==> src/uibg_pkg.sv <==
package uibg_pkg;

    // Register byte offsets, one aligned word each
    localparam logic [7:0] OFS_IRQ_EN    = 8'h00;
    localparam logic [7:0] OFS_DIV_LOW   = 8'h04;
    localparam logic [7:0] OFS_DIV_HIGH  = 8'h08;
    localparam logic [7:0] OFS_SCRATCH   = 8'h0c;
    localparam logic [7:0] OFS_SPEED_CFG = 8'h10;
    localparam logic [7:0] OFS_PRESCALE  = 8'h14;
    localparam logic [7:0] OFS_MODEM_CTL = 8'h18;
    localparam logic [7:0] OFS_IRQ_ID    = 8'h1c;
    localparam logic [7:0] OFS_EVT_STAT  = 8'h20;
    localparam logic [7:0] OFS_EVT_CLR   = 8'h24;
    localparam logic [7:0] OFS_EVT_EN    = 8'h28;

    // Reset values
    localparam logic [7:0]  RST_BYTE = 8'h00;
    localparam logic [15:0] RST_DIV  = 16'h0000;

    // Field positions
    localparam int BIT_HS_LO   = 6;  // speed_select_config bits 7:6
    localparam int BIT_OUT_EN  = 3;  // modem_control_reg interrupt pin enable
    localparam int BIT_LOOP    = 4;  // modem_control_reg diagnostic loopback
    localparam int IRQ_EN_BITS = 4;  // live bits of irq_source_enable

    // Pre-divider codes in prescale_select_config bits 1:0
    localparam logic [1:0] PRE_SEL_13   = 2'h0;
    localparam logic [1:0] PRE_SEL_1625 = 2'h1;

    // Pre-divider as eighths of a 24 MHz tick: 13, 1.625, 1.0
    localparam logic [7:0] PRE_STEP  = 8'h08;
    localparam logic [7:0] PRE_LIM13 = 8'h68;
    localparam logic [7:0] PRE_LIM16 = 8'h0d;
    localparam logic [7:0] PRE_LIM1  = 8'h08;

    // Interrupt identification codes, bit 0 high means none pending
    localparam logic [3:0] ID_NONE  = 4'h1;
    localparam logic [3:0] ID_LINE  = 4'h6;
    localparam logic [3:0] ID_RX    = 4'h4;
    localparam logic [3:0] ID_TMO   = 4'hc;
    localparam logic [3:0] ID_TX    = 4'h2;
    localparam logic [3:0] ID_MODEM = 4'h0;

    // Source conditions from the rest of the UART
    typedef struct packed {
        logic modem_change;
        logic line_error;
        logic tx_empty;
        logic rx_ready;
    } uibg_src_t;

endpackage

==> src/uibg_top.sv <==
`timescale 1ns/1ps
// What this block does
// - The upper four enable bits always read back as zero.
// - Enable bit 3 lets a modem handshake change raise the interrupt.
// - Enable bit 2 lets a receive line error raise the interrupt.
// - Enable bit 1 lets an empty transmit holding buffer raise the interrupt.
// - Enable bit 0 lets received data, threshold or timeout raise the interrupt.
// - With enable bits 3..0 all clear nothing can raise the interrupt.
// - The divisor is two 8-bit read/write bytes forming one 16-bit value.
// - Normal speed divides 24 MHz by the pre-divider (to 1.8461 MHz at 13), then by the divisor 1..65535.
// - The generator output runs at sixteen times the bit rate for transmit and receive.
// - High speed divides the 24 MHz input directly by the same divisor.
// - Bits 7 and 6 of the speed configuration select high or normal speed.
// - High speed with divisor one reaches 1.5 Mbit/s.
// - In normal speed the pre-divider is 13, 1.625 or 1.0 as the prescale configuration selects.
// - A scratch byte is freely written and read with no other effect.
// - The interrupt pin is driven only with control bit 3 set; loopback routes it to carrier detect.
// - Pending sources rank line status, receive data, transmit empty, handshake change.
module uibg_top #(
    parameter int DIV_W = 16
) (
    // Clock and reset
    input  wire logic             pclk,
    input  wire logic             presetn,
    // APB slave
    input  wire logic             psel,
    input  wire logic             penable,
    input  wire logic             pwrite,
    input  wire logic [7:0]       paddr,
    input  wire logic [31:0]      pwdata,
    input  wire logic [3:0]       pstrb,
    output logic      [31:0]      prdata,
    output logic                  pready,
    output logic                  pslverr,
    // 24 MHz reference pin
    input  wire logic             clk24_pin,
    // UART side
    input  wire uibg_pkg::uibg_src_t src,
    input  wire logic             rx_timeout,
    output logic                  baud16_tick,
    output logic [3:0]            irq_id,
    output logic                  irq_pin_o,
    output logic                  irq_pin_oe,
    output logic                  loop_dcd,
    output logic                  loop_en,
    output logic                  evt_irq
);

    // Refused at elaboration; the byte registers only fill 16 bits
    if (DIV_W != 16) begin : g_div_w_check
        $error("uibg_top: divisor must be 16 bits wide");
    end

    // Register state
    logic [3:0]       ien_q, ien_d;
    logic [DIV_W-1:0] div_q, div_d;
    logic [7:0]       scr_q, scr_d;
    logic [7:0]       spd_q, spd_d;
    logic [1:0]       pre_q, pre_d;
    logic [7:0]       mcr_q, mcr_d;
    logic [3:0]       evt_q, evt_d;
    logic [3:0]       evten_q, evten_d;
    logic [3:0]       srcp_q, srcp_d;
    logic [31:0]      rdata_q, rdata_d;
    logic             rdy_q, rdy_d;
    logic             err_q, err_d;
    logic             wr_en, setup, hit;
    logic [3:0]       src_v, evt_set;

    assign src_v = src;
    assign setup = psel & ~penable & ~rdy_q;
    assign wr_en = psel & penable & rdy_q & pwrite;

    // Address decode, unmapped answers with pslverr
    always_comb begin
        unique case (paddr)
            uibg_pkg::OFS_IRQ_EN, uibg_pkg::OFS_DIV_LOW, uibg_pkg::OFS_DIV_HIGH,
            uibg_pkg::OFS_SCRATCH, uibg_pkg::OFS_SPEED_CFG, uibg_pkg::OFS_PRESCALE,
            uibg_pkg::OFS_MODEM_CTL, uibg_pkg::OFS_IRQ_ID, uibg_pkg::OFS_EVT_STAT,
            uibg_pkg::OFS_EVT_CLR, uibg_pkg::OFS_EVT_EN: hit = 1'b1;
            default: hit = 1'b0;
        endcase
    end

    // Read data and handshake, captured in the setup cycle
    always_comb begin
        rdy_d   = setup;
        err_d   = setup ? ~hit : 1'b0;
        rdata_d = rdata_q;
        if (setup) begin
            rdata_d = 32'h0000_0000;
            unique case (paddr)
                uibg_pkg::OFS_IRQ_EN:    rdata_d[3:0] = ien_q;
                uibg_pkg::OFS_DIV_LOW:   rdata_d[7:0] = div_q[7:0];
                uibg_pkg::OFS_DIV_HIGH:  rdata_d[7:0] = div_q[15:8];
                uibg_pkg::OFS_SCRATCH:   rdata_d[7:0] = scr_q;
                uibg_pkg::OFS_SPEED_CFG: rdata_d[7:0] = spd_q;
                uibg_pkg::OFS_PRESCALE:  rdata_d[1:0] = pre_q;
                uibg_pkg::OFS_MODEM_CTL: rdata_d[7:0] = mcr_q;
                uibg_pkg::OFS_IRQ_ID:    rdata_d[3:0] = irq_id;
                uibg_pkg::OFS_EVT_STAT:  rdata_d[3:0] = evt_q;
                uibg_pkg::OFS_EVT_EN:    rdata_d[3:0] = evten_q;
                default:                 rdata_d = 32'h0000_0000;
            endcase
        end
    end

    // Register writes; only byte lane 0 carries data
    always_comb begin
        ien_d   = ien_q;
        div_d   = div_q;
        scr_d   = scr_q;
        spd_d   = spd_q;
        pre_d   = pre_q;
        mcr_d   = mcr_q;
        evten_d = evten_q;
        if (wr_en && pstrb[0]) begin
            unique case (paddr)
                uibg_pkg::OFS_IRQ_EN:    ien_d = pwdata[3:0];
                uibg_pkg::OFS_DIV_LOW:   div_d[7:0] = pwdata[7:0];
                uibg_pkg::OFS_DIV_HIGH:  div_d[15:8] = pwdata[7:0];
                uibg_pkg::OFS_SCRATCH:   scr_d = pwdata[7:0];
                uibg_pkg::OFS_SPEED_CFG: spd_d = pwdata[7:0];
                uibg_pkg::OFS_PRESCALE:  pre_d = pwdata[1:0];
                uibg_pkg::OFS_MODEM_CTL: mcr_d = pwdata[7:0];
                uibg_pkg::OFS_EVT_EN:    evten_d = pwdata[3:0];
                default:                 ien_d = ien_q;
            endcase
        end
    end

    // Sticky edge events; a set in the clearing cycle survives
    always_comb begin
        srcp_d  = src_v;
        evt_set = src_v & ~srcp_q;
        evt_d   = evt_q;
        if (wr_en && pstrb[0] && paddr == uibg_pkg::OFS_EVT_CLR) begin
            evt_d = evt_q & ~pwdata[3:0];
        end
        evt_d = evt_d | evt_set;
    end

    always_ff @(posedge pclk or negedge presetn) begin
        if (!presetn) begin
            ien_q   <= 4'h0;
            div_q   <= uibg_pkg::RST_DIV;
            scr_q   <= uibg_pkg::RST_BYTE;
            spd_q   <= uibg_pkg::RST_BYTE;
            pre_q   <= uibg_pkg::PRE_SEL_13;
            mcr_q   <= uibg_pkg::RST_BYTE;
            evt_q   <= 4'h0;
            evten_q <= 4'h0;
            srcp_q  <= 4'h0;
            rdata_q <= 32'h0000_0000;
            rdy_q   <= 1'b0;
            err_q   <= 1'b0;
        end else begin
            ien_q   <= ien_d;
            div_q   <= div_d;
            scr_q   <= scr_d;
            spd_q   <= spd_d;
            pre_q   <= pre_d;
            mcr_q   <= mcr_d;
            evt_q   <= evt_d;
            evten_q <= evten_d;
            srcp_q  <= srcp_d;
            rdata_q <= rdata_d;
            rdy_q   <= rdy_d;
            err_q   <= err_d;
        end
    end

    assign prdata  = rdata_q;
    assign pready  = rdy_q;
    assign pslverr = err_q;

    // Interrupt gate and priority encoder
    logic [3:0] pend;
    logic       loop, irq_d, oe_d, dcd_d, eirq_d;
    logic [3:0] id_d;
    logic       irq_q, oe_q, dcd_q, eirq_q, lp_q;
    logic [3:0] id_q;

    always_comb begin
        pend   = src_v & ien_q;
        loop   = mcr_q[uibg_pkg::BIT_LOOP];
        irq_d  = |pend;
        oe_d   = mcr_q[uibg_pkg::BIT_OUT_EN] & ~loop;
        dcd_d  = mcr_q[uibg_pkg::BIT_OUT_EN] & loop;
        eirq_d = |(evt_q & evten_q);
        if (pend[2]) begin
            id_d = uibg_pkg::ID_LINE;
        end else if (pend[0]) begin
            id_d = rx_timeout ? uibg_pkg::ID_TMO : uibg_pkg::ID_RX;
        end else if (pend[1]) begin
            id_d = uibg_pkg::ID_TX;
        end else if (pend[3]) begin
            id_d = uibg_pkg::ID_MODEM;
        end else begin
            id_d = uibg_pkg::ID_NONE;
        end
    end

    always_ff @(posedge pclk or negedge presetn) begin
        if (!presetn) begin
            irq_q  <= 1'b0;
            oe_q   <= 1'b0;
            dcd_q  <= 1'b0;
            eirq_q <= 1'b0;
            lp_q   <= 1'b0;
            id_q   <= uibg_pkg::ID_NONE;
        end else begin
            irq_q  <= irq_d;
            oe_q   <= oe_d;
            dcd_q  <= dcd_d;
            eirq_q <= eirq_d;
            lp_q   <= loop;
            id_q   <= id_d;
        end
    end

    assign irq_pin_o  = irq_q;
    assign irq_pin_oe = oe_q;
    assign loop_dcd   = dcd_q;
    assign loop_en    = lp_q;
    assign evt_irq    = eirq_q;
    assign irq_id     = id_q;

    // 24 MHz pin: two-stage sync, then rising edge detect
    logic [2:0] s24_q, s24_d;
    logic       t24;
    always_comb begin
        s24_d = {s24_q[1:0], clk24_pin};
    end
    assign t24 = s24_q[1] & ~s24_q[2];

    // Fractional pre-divider in eighths, then divisor down-counter
    logic             hs;
    logic [7:0]       lim, acc_q, acc_d, acc_s, acc_r;
    logic             ref_t, b16_d, b16_q;
    logic [DIV_W-1:0] cnt_q, cnt_d;

    localparam logic [DIV_W-1:0] RST_DIV_W = uibg_pkg::RST_DIV;

    always_comb begin
        hs = |spd_q[uibg_pkg::BIT_HS_LO +: 2];
        if (hs) begin
            lim = uibg_pkg::PRE_LIM1;
        end else if (pre_q == uibg_pkg::PRE_SEL_13) begin
            lim = uibg_pkg::PRE_LIM13;
        end else if (pre_q == uibg_pkg::PRE_SEL_1625) begin
            lim = uibg_pkg::PRE_LIM16;
        end else begin
            lim = uibg_pkg::PRE_LIM1;
        end
        acc_s = acc_q + uibg_pkg::PRE_STEP;
        acc_r = acc_s - lim;
        acc_d = acc_q;
        ref_t = 1'b0;
        if (t24) begin
            if (acc_s >= lim) begin
                // Residue from a larger ratio would burst ticks; drop it
                if (acc_r >= lim) begin
                    acc_d = 8'h00;
                end else begin
                    acc_d = acc_r;
                end
                ref_t = 1'b1;
            end else begin
                acc_d = acc_s;
            end
        end
        // Divisor zero stops the clock rather than wrapping to 65536
        cnt_d = cnt_q;
        b16_d = 1'b0;
        if (ref_t && div_q != 16'h0000) begin
            // A count above a freshly lowered divisor restarts at once
            if (cnt_q <= 16'h0001 || cnt_q > div_q) begin
                cnt_d = div_q;
                b16_d = 1'b1;
            end else begin
                cnt_d = cnt_q - 16'h0001;
            end
        end
    end

    always_ff @(posedge pclk or negedge presetn) begin
        if (!presetn) begin
            s24_q <= 3'h0;
            acc_q <= 8'h00;
            cnt_q <= RST_DIV_W;
            b16_q <= 1'b0;
        end else begin
            s24_q <= s24_d;
            acc_q <= acc_d;
            cnt_q <= cnt_d;
            b16_q <= b16_d;
        end
    end

    assign baud16_tick = b16_q;

    // Check helper: input edges between reference ticks at divide-by-13
    logic [7:0] gap_q, gap_d;
    logic       l13_q, l13_d;

    always_comb begin
        gap_d = gap_q;
        if (ref_t) begin
            gap_d = 8'h00;
        end else if (t24 && gap_q != 8'hff) begin
            gap_d = gap_q + 8'h01; // Saturates, never wraps
        end
        // Armed only after one tick taken at this ratio
        l13_d = l13_q;
        if (lim != uibg_pkg::PRE_LIM13) begin
            l13_d = 1'b0;
        end else if (ref_t) begin
            l13_d = 1'b1;
        end
    end

    always_ff @(posedge pclk or negedge presetn) begin
        if (!presetn) begin
            gap_q <= 8'h00;
            l13_q <= 1'b0;
        end else begin
            gap_q <= gap_d;
            l13_q <= l13_d;
        end
    end

    // Checks
    AST_IEN_UPPER: assert property (@(posedge pclk) disable iff (!presetn)
        setup && paddr == uibg_pkg::OFS_IRQ_EN |=> prdata[7:4] == 4'h0)
        else $error("upper enable bits not zero");
    AST_MODEM_GATE: assert property (@(posedge pclk) disable iff (!presetn)
        src.modem_change && ien_q[3] |=> irq_q)
        else $error("modem change did not raise request");
    AST_LINE_GATE: assert property (@(posedge pclk) disable iff (!presetn)
        src.line_error && ien_q[2] |=> irq_q && id_q == uibg_pkg::ID_LINE)
        else $error("line error not reported first");
    AST_TX_GATE: assert property (@(posedge pclk) disable iff (!presetn)
        src.tx_empty && ien_q[1] |=> irq_q)
        else $error("tx empty did not raise request");
    AST_RX_GATE: assert property (@(posedge pclk) disable iff (!presetn)
        src.rx_ready && ien_q[0] && !ien_q[2] |=> id_q[2] && !id_q[0])
        else $error("rx ready not reported");
    AST_ALL_OFF: assert property (@(posedge pclk) disable iff (!presetn)
        ien_q == 4'h0 |=> !irq_q && id_q == uibg_pkg::ID_NONE)
        else $error("request with all sources disabled");
    AST_DROP: assert property (@(posedge pclk) disable iff (!presetn)
        $fell(|ien_q) |=> !irq_q)
        else $error("request stayed after enable cleared");
    AST_PIN_OE: assert property (@(posedge pclk) disable iff (!presetn)
        irq_pin_oe |-> $past(mcr_q[uibg_pkg::BIT_OUT_EN]) && !$past(loop))
        else $error("interrupt pin driven while disabled");
    AST_HS_DIV1: assert property (@(posedge pclk) disable iff (!presetn)
        hs && div_q == 16'h0001 && t24 |=> baud16_tick)
        else $error("high speed divisor one missed a tick");
    AST_NORM_REF: assert property (@(posedge pclk) disable iff (!presetn)
        ref_t && l13_q && lim == uibg_pkg::PRE_LIM13
        |-> gap_q == (uibg_pkg::PRE_LIM13 >> 3) - 8'h01)
        else $error("reference tick not every thirteen input edges");
    AST_NO_DIV: assert property (@(posedge pclk) disable iff (!presetn)
        div_q == 16'h0000 |=> !baud16_tick)
        else $error("tick with zero divisor");
    COV_BAUD: cover property (@(posedge pclk) disable iff (!presetn) baud16_tick);
    COV_IRQ: cover property (@(posedge pclk) disable iff (!presetn) irq_pin_oe && irq_pin_o);
    COV_EVT: cover property (@(posedge pclk) disable iff (!presetn) evt_irq);
    COV_TMO: cover property (@(posedge pclk) disable iff (!presetn)
        id_q == uibg_pkg::ID_TMO);
    COV_NORM13: cover property (@(posedge pclk) disable iff (!presetn)
        ref_t && l13_q);

endmodule

==> config.mk <==
export PLATFORM = sky130hd
export DESIGN_NAME = uibg_top
export DESIGN_NICKNAME = d
export VERILOG_FILES = /design/src/uibg_pkg.sv /design/src/uibg_top.sv
export SDC_FILE = /design/constraint.sdc
export NUM_CORES = 1
export LEC_CHECK = 0
export BUFFER_PORTS_ARGS = -buffer_cell sky130_fd_sc_hd__buf_2
export CAP_MARGIN = 20
export CORE_AREA = 2 2 106 108
export CTS_CLUSTER_SIZE = 20
export DETAILED_ROUTE_END_ITERATION = 16
export DIE_AREA = 0 0 108 110
export PLACE_DENSITY = 0.8
export RECOVER_POWER = 100
export SLEW_MARGIN = 30
export SYNTH_ARGS = -nofsm -noshare
export SYNTH_HDL_FRONTEND = slang
export SYNTH_SLANG_ARGS = --single-unit
==> constraint.sdc <==
create_clock -name pclk -period 4.91 [get_ports pclk]
set_clock_uncertainty 0.1 [all_clocks]
set_input_delay 0.2455 -clock pclk [delete_from_list [all_inputs] [get_ports pclk]]
set_output_delay 0.2455 -clock pclk [all_outputs]
set_load 0.02 [all_outputs]
==> results of run 1 <==
## placed cells by master (no fill, tap or decap), types with 4 or more instances in the layout
cell,n
nand4_1,9
xor2_1,5
clkbuf_1,27
a21oi_1,34
nand2_1,42
mux2i_1,16
or4_1,4
mux2_2,51
clkbuf_8,9
nor2b_1,6
nand3_1,20
conb_1,24
dfrtp_1,104
dlygate4sd3_1,7
nor4_1,12
a31oi_1,4
or3_1,5
ha_1,27
buf_2,21
inv_1,35
nor2_1,27
o211ai_1,6
o21ai_0,29
o22ai_1,6
nor3_1,11
a22o_1,4
a211oi_1,4
o31ai_1,5
mux2_1,4
a221oi_1,4
xnor2_1,4
a22oi_1,5
and3_1,4
## worst register-to-register path, delay by kind of cell (launching register included)
family / cells / cell delay [ns]
simple gates: 4 / 2.30
compound gates: 3 / 0.61
buf+inv: 1 / 0.30
fa+ha+maj: 1 / 0.34
flops: 1 / 0.44
## through the flow
stage | std cells | area, um^2 | hold slack [ns] | utilization (%)
2_1_floorplan | 608 | 6130 | -0.150 | -
3_3_place_gp | 754 | 6260 | 0.234 | 58.6
3_5_place_dp | 754 | 6280 | 0.237 | 58.7
4_1_cts | 777 | 6540 | 0.0445 | 61.1
5_1_grt | 777 | 6460 | 0.0544 | 60.4
6_report | 777 | 6460 | 0.0692 | 60.4
## power groups by stage
stage                     Sequential, mW  Clock (mW)  Combinational (mW)
after CTS                          0.948       0.526               0.876
after global placement             0.961           0               0.832
after floorplan                    0.962           0               0.683
final                              0.949       0.519               0.849
after global routing               0.956       0.565               0.954
after detailed placement           0.964           0               0.865
## worst max-delay path by stage
| stage | start | endpoint | cells after the start |
|---|---|---|---|
| floorplan | pre_q[1] | acc_q[6] | 12 |
| global placement | pre_q[1] | acc_q[6] | 12 |
| detailed placement | pre_q[1] | acc_q[6] | 12 |
| CTS | pre_q[1] | acc_q[6] | 12 |
| global route | pre_q[0] | acc_q[6] | 12 |
| finish | pre_q[1] | cnt_q[13] | 9 |
## registers in the layout, summed over array words and instances, names as in the netlist, 8 cells and up
name / count
prdata: 8
div_q: 16
cnt_q: 16
acc_q: 8
scr_q: 8
spd_q: 8
mcr_q: 8
## per-layer routing
metal  vias up  global-route usage (%)  wire [um]
met5         -                       0          0
met4         0                    9.25        316
met3        28                    4.29        649
met2       155                    42.8       7080
met1      2414                    31.2       5890
li1       2189                       -          -
## cell families (layout without fill, tap and decap cells)
group / count (synthesis) / after routing / share of synthesized area (%)
other cells: 1 / 24 / 0.0621
buf+inv: 79 / 108 / 7.27
xor+xnor: 10 / 10 / 1.76
fa+ha+maj: 28 / 28 / 5.76
simple gates: 164 / 164 / 14.2
compound gates: 126 / 126 / 14.1
mux: 72 / 72 / 13.3
flops: 105 / 105 / 43.5
## cell type report
type	instances	area share [%]
Sequential cell	105	40.7
Clock inverter	6	0.988
Tap cell	140	2.71
Clock buffer	10	1.98
Inverter	37	2.17
Timing Repair Buffer	55	4.34
Multi-Input combinational cell	424	47.1
==> results.yml, run 1 <==
clock_network:
  insertion_delay_ns: 0.38
  clkSlewWorstSetupHoldPaths_ns: 0.11
  clockBufferDepth: 2
  cts_resized: 0
  cts_buffers: 9
  cts_root_buf: "clkbuf_8"
  cts.htree.levels: 3
  postCtsHoldBufs: 7
  post_cts_buffers: 0
  cts_tree: "yes"
  cts.sinks: 105
floorplanning:
  die_w_um: 108
  pin_count: 99
  coreArea_um2: 10700
  rows: 38
  die_y_um: 110
  start_util_pct: 56.5
  design.die.area_um2: 11900
sta:
  post-route-period-util_pct: 85.0
  maxSlewViolCount: 78
  worstMarginPinSlew_ns: 3.06
  slew_headroom_pct: -104
  final-hold-violation-count: 0
  fin_ws_ns: 0.739
  final-setup-viol-count: 0
  tns_ns: 0
  fin_crit_ns: 4.17
  rsz0062_at_grt: "false"
  clock.fmax_mhz: 240
final_layout:
  antenna_cells: 0
  drive_above_1_share_pct: 15.9
  ff_latch_area_um2: 2630
  fillers: 890
  syn2layout_area_growth_pct: 6.92
  multi_input_area_um2: 3040
  finish.net_count: 714
critical_path:
  r2r_start: "pre_q[1]"
  worst_setup_path_start_kind: "flop"
  cp.required_ns: 5.11
  path_cells: "or4b_1 -> clkinvlp_2 -> ha_1 -> nor3_1 -> a311oi_4 -> a21bo_1 -> nand3_1 -> or4_1 -> o211ai_1"
  crit_buf_inv: 1
  crit_family: "simple AND/OR/NAND/NOR gates"
  worstPathArrival_ns: 4.37
  reg2reg_depth: 9
  critical_path_class: "flop to flop"
  rr_endpoint: "cnt_q[13]"
  cp_max_fo: 20
  reg2reg_slack_ns: 0.74
  slowest_stage: "or4_1"
  cp-end-kind: "flop"
  max_stage_delay_ns: 0.71
min_path:
  holdPathEnd: "spd_q[4]"
  hp-class: "input pin to flop"
  hp-start: "pwdata[4]"
  hold_depth: 2
global_route:
  gr-total-overflow: 0
  antenna_found_initial: 0
  grt_max_degree: 59
  grt_usage_pct: 24.7
  grt_pass1_vias: 4653
  grt_pass1_wl_um: 22700
synth:
  syn-cell-area_um2: 6040
  yosysWarnings: 0
  avgSynthCellArea_um2: 10.3
  synth-async-reset-ratio_pct: 100
  yosys.area.top_type_share_pct: 43.1
  ys_seq_elements: 105
  synth_edf_count: 0
  yosysSeqAreaShare_pct: 43.5
  syn_inst: 585
  synth_largest_area_cell: "dfrtp_1"
  netlist_top_cells_count: "dfrtp_1 (104), mux2_2 (51), nand2_1 (42)"
  synth_ff_type: "dfrtp_1"
  yosysMostFrequentCell: "dfrtp_1"
  synthTopCellsByArea: "dfrtp_1 (43%), mux2_2 (9.5%), ha_1 (5.6%), buf_4 (3.1%), a21oi_1 (2.8%)"
  synth.distinct_cells: 69
power_and_ir_drop:
  comb_power_share_pct: 36.6
  power.total_mw: 2.32
  power.density_nw_per_um2: 359
  pwr-share-seq_pct: 41.0
  p_sw_mw: 0.918
  internal_power_mw: 1.40
  ir_drop_mv: 0.240
  sw_frac_of_total_pct: 39.6
  leakagePower_nw: 3.03
  power_frac_clock_pct: 22.4
route:
  dr.pass1.iters: 5
  vias: 4786
  drt-initial-drc-count: 380
  routed_via_density: 6.16
  wl_per_cell_um: 17.9
  ant_nets: 0
  remaining_drc_errors: 0
  wl_um: 13900
place:
  gp_congestion: 0.883
  dpl_worst_slack_ns: 0.993
  io_buffers: 47
  hpwl_um: 10100
run:
  drv_cap: 2
run_status:
  status: "finished, violations left"
  failed_checks: "capacitance limit, slew limit"
No activity file was read; power rests on OpenSTA's default activity.
==> run 2: changes to the inputs <==
- CORE_AREA: 2 2 106 108 -> 2 2 111 113
- DIE_AREA: 0 0 108 110 -> 0 0 113 115
- PLACE_DENSITY: 0.8 -> 0.77
- clock period: 4.91 -> 3.5 ns (I/O delays scaled with it)
==> results.yml, run 2 (synthesis results as in run 1) <==
run_status:
  status: "finished, violations left"
  failed_checks: "DRC, capacitance limit, slew limit"
global_route:
  grt_usage_pct: 23.1
  grt_pass1_vias: 4889
  grt_pass1_wl_um: 23600
  grt_max_degree: 51
  gr-total-overflow: 0
  antenna_found_initial: 0
route:
  vias: 4827
  ant_nets: 0
  dr.pass1.iters: 11
  remaining_drc_errors: 7
  wl_um: 14500
  wl_per_cell_um: 17.9
  drt-initial-drc-count: 330
  routed_via_density: 5.97
power_and_ir_drop:
  ir_drop_mv: 0.324
  power.density_nw_per_um2: 564
  leakagePower_nw: 3.22
clock_network:
  clkSlewWorstSetupHoldPaths_ns: 0.08
  insertion_delay_ns: 0.36
  cts_root_buf: "clkbuf_16"
  clockBufferDepth: 2
  cts.sinks: 105
  cts_tree: "yes"
  cts.htree.levels: 3
  cts_buffers: 9
final_layout:
  layout_commonest_cell: "dfrtp_1"
  finish.net_count: 739
  layout_common_cells: "dfrtp_1 (104), mux2_2 (51), nand2_1 (42)"
  drive_above_1_share_pct: 20.8
  syn2layout_area_growth_pct: 13.4
  largestRegisters: "cnt_q x16, div_q x16"
  antenna_cells: 0
  finalNonFillerCells: 809
place:
  numPlacedInstances: 782
  gp_congestion: 0.963
  dpl_worst_slack_ns: -0.0114
  hpwl_um: 10500
  io_buffers: 47
sta:
  worstMarginPinSlew_ns: 1.69
  clock.fmax_mhz: 300
  slew_headroom_pct: -13.2
  final-hold-violation-count: 0
  fin_ws_ns: 0.172
  maxSlewViolCount: 49
  post-route-period-util_pct: 95.1
  fin_crit_ns: 3.33
  final-setup-viol-count: 0
run:
  drv_cap: 2
critical_path:
  critical_path_class: "flop to flop"
  worstPathArrival_ns: 3.51
  cp-end-kind: "flop"
  worst_setup_path_start_kind: "flop"
  cp.required_ns: 3.68
  cp_max_fo: 6
floorplanning:
  rows: 40
  coreArea_um2: 11800
  die_y_um: 115
  start_util_pct: 51.1
  pin_count: 99
  die_w_um: 113
  design.die.area_um2: 13000
min_path:
  hp-class: "input pin to flop"
==> run 2: worst max-delay path, cell delays in order (launching register included) <==
cell and delay [ns]:
dfrtp_1 0.41, or4_4 0.58, buf_4 0.17, ha_2 0.39, xor2_1 0.21, ha_1 0.29
nand2_1 0.09, nor2_1 0.05, a221oi_2 0.26, o2111ai_2 0.18, or3b_1 0.39, a21oi_2 0.13
==> run 2: path summary, 6_finish.rpt <==
path / from / end / slack (ns) / cells after the start
worst max-delay path: pre_q[1] / acc_q[6] / 0.17 / 11
worst min-delay path: pwdata[5] / div_q[5] / 0.02 / 2
worst max register to register: pre_q[1] / acc_q[6] / 0.17 / 11
worst min register to register: s24_q[0] / s24_q[1] / 0.27 / 0
max in group asynchronous: presetn / irq_pin_oe / 0.72 / 3
min in group asynchronous: presetn / cnt_q[9] / 0.53 / 2
==> run 2: final cells by class <==
type / instances / area, um^2
Inverter: 37 / 151
Fill cell: 960 / 4960
Tap cell: 147 / 184
Clock buffer: 10 / 229
Multi-Input combinational cell: 424 / 3110
Sequential cell: 105 / 2630
Clock inverter: 6 / 76.3
Timing Repair Buffer: 80 / 468
==> run 2: where the power goes <==
group / internal, mW / switching, mW / total [mW]
clock network: 0.565 / 0.474 / 1.04
registers: 1.27 / 0.0525 / 1.32
logic: 0.614 / 0.888 / 1.50
==> run 2: per-stage QoR <==
stage	total power, mW	hold slack (ns)	instance area, um^2	TNS (ns)	util, %
global route	4.08	0.0111	6850	-0.0157	58.0
finish	3.86	0.0221	6850	0	58.0
floorplan	2.31	-0.221	6130	0	-
CTS	3.78	0.0113	6820	0	57.8
global placement	2.65	0.145	6430	0	54.4
detailed placement	2.72	0.150	6430	-0.0114	54.4
==> run 2: what timing repair did <==
action,CTS,global route
gates cloned,0,0
hold buffers,7,1
pin swaps,0,6
endpoints found under the setup margin,3,6
hold endpoints to repair,58,1
buffers inserted,0,3
gates resized for setup,2,11
==> run 2: layer usage <==
metal	vias to the layer above	routed length (um)	global-route usage, %
li1	2231	-	-
met1	2398	6100	28.5
met2	173	7210	39.5
met3	25	862	5.43
met4	0	280	8.94
met5	-	0	0
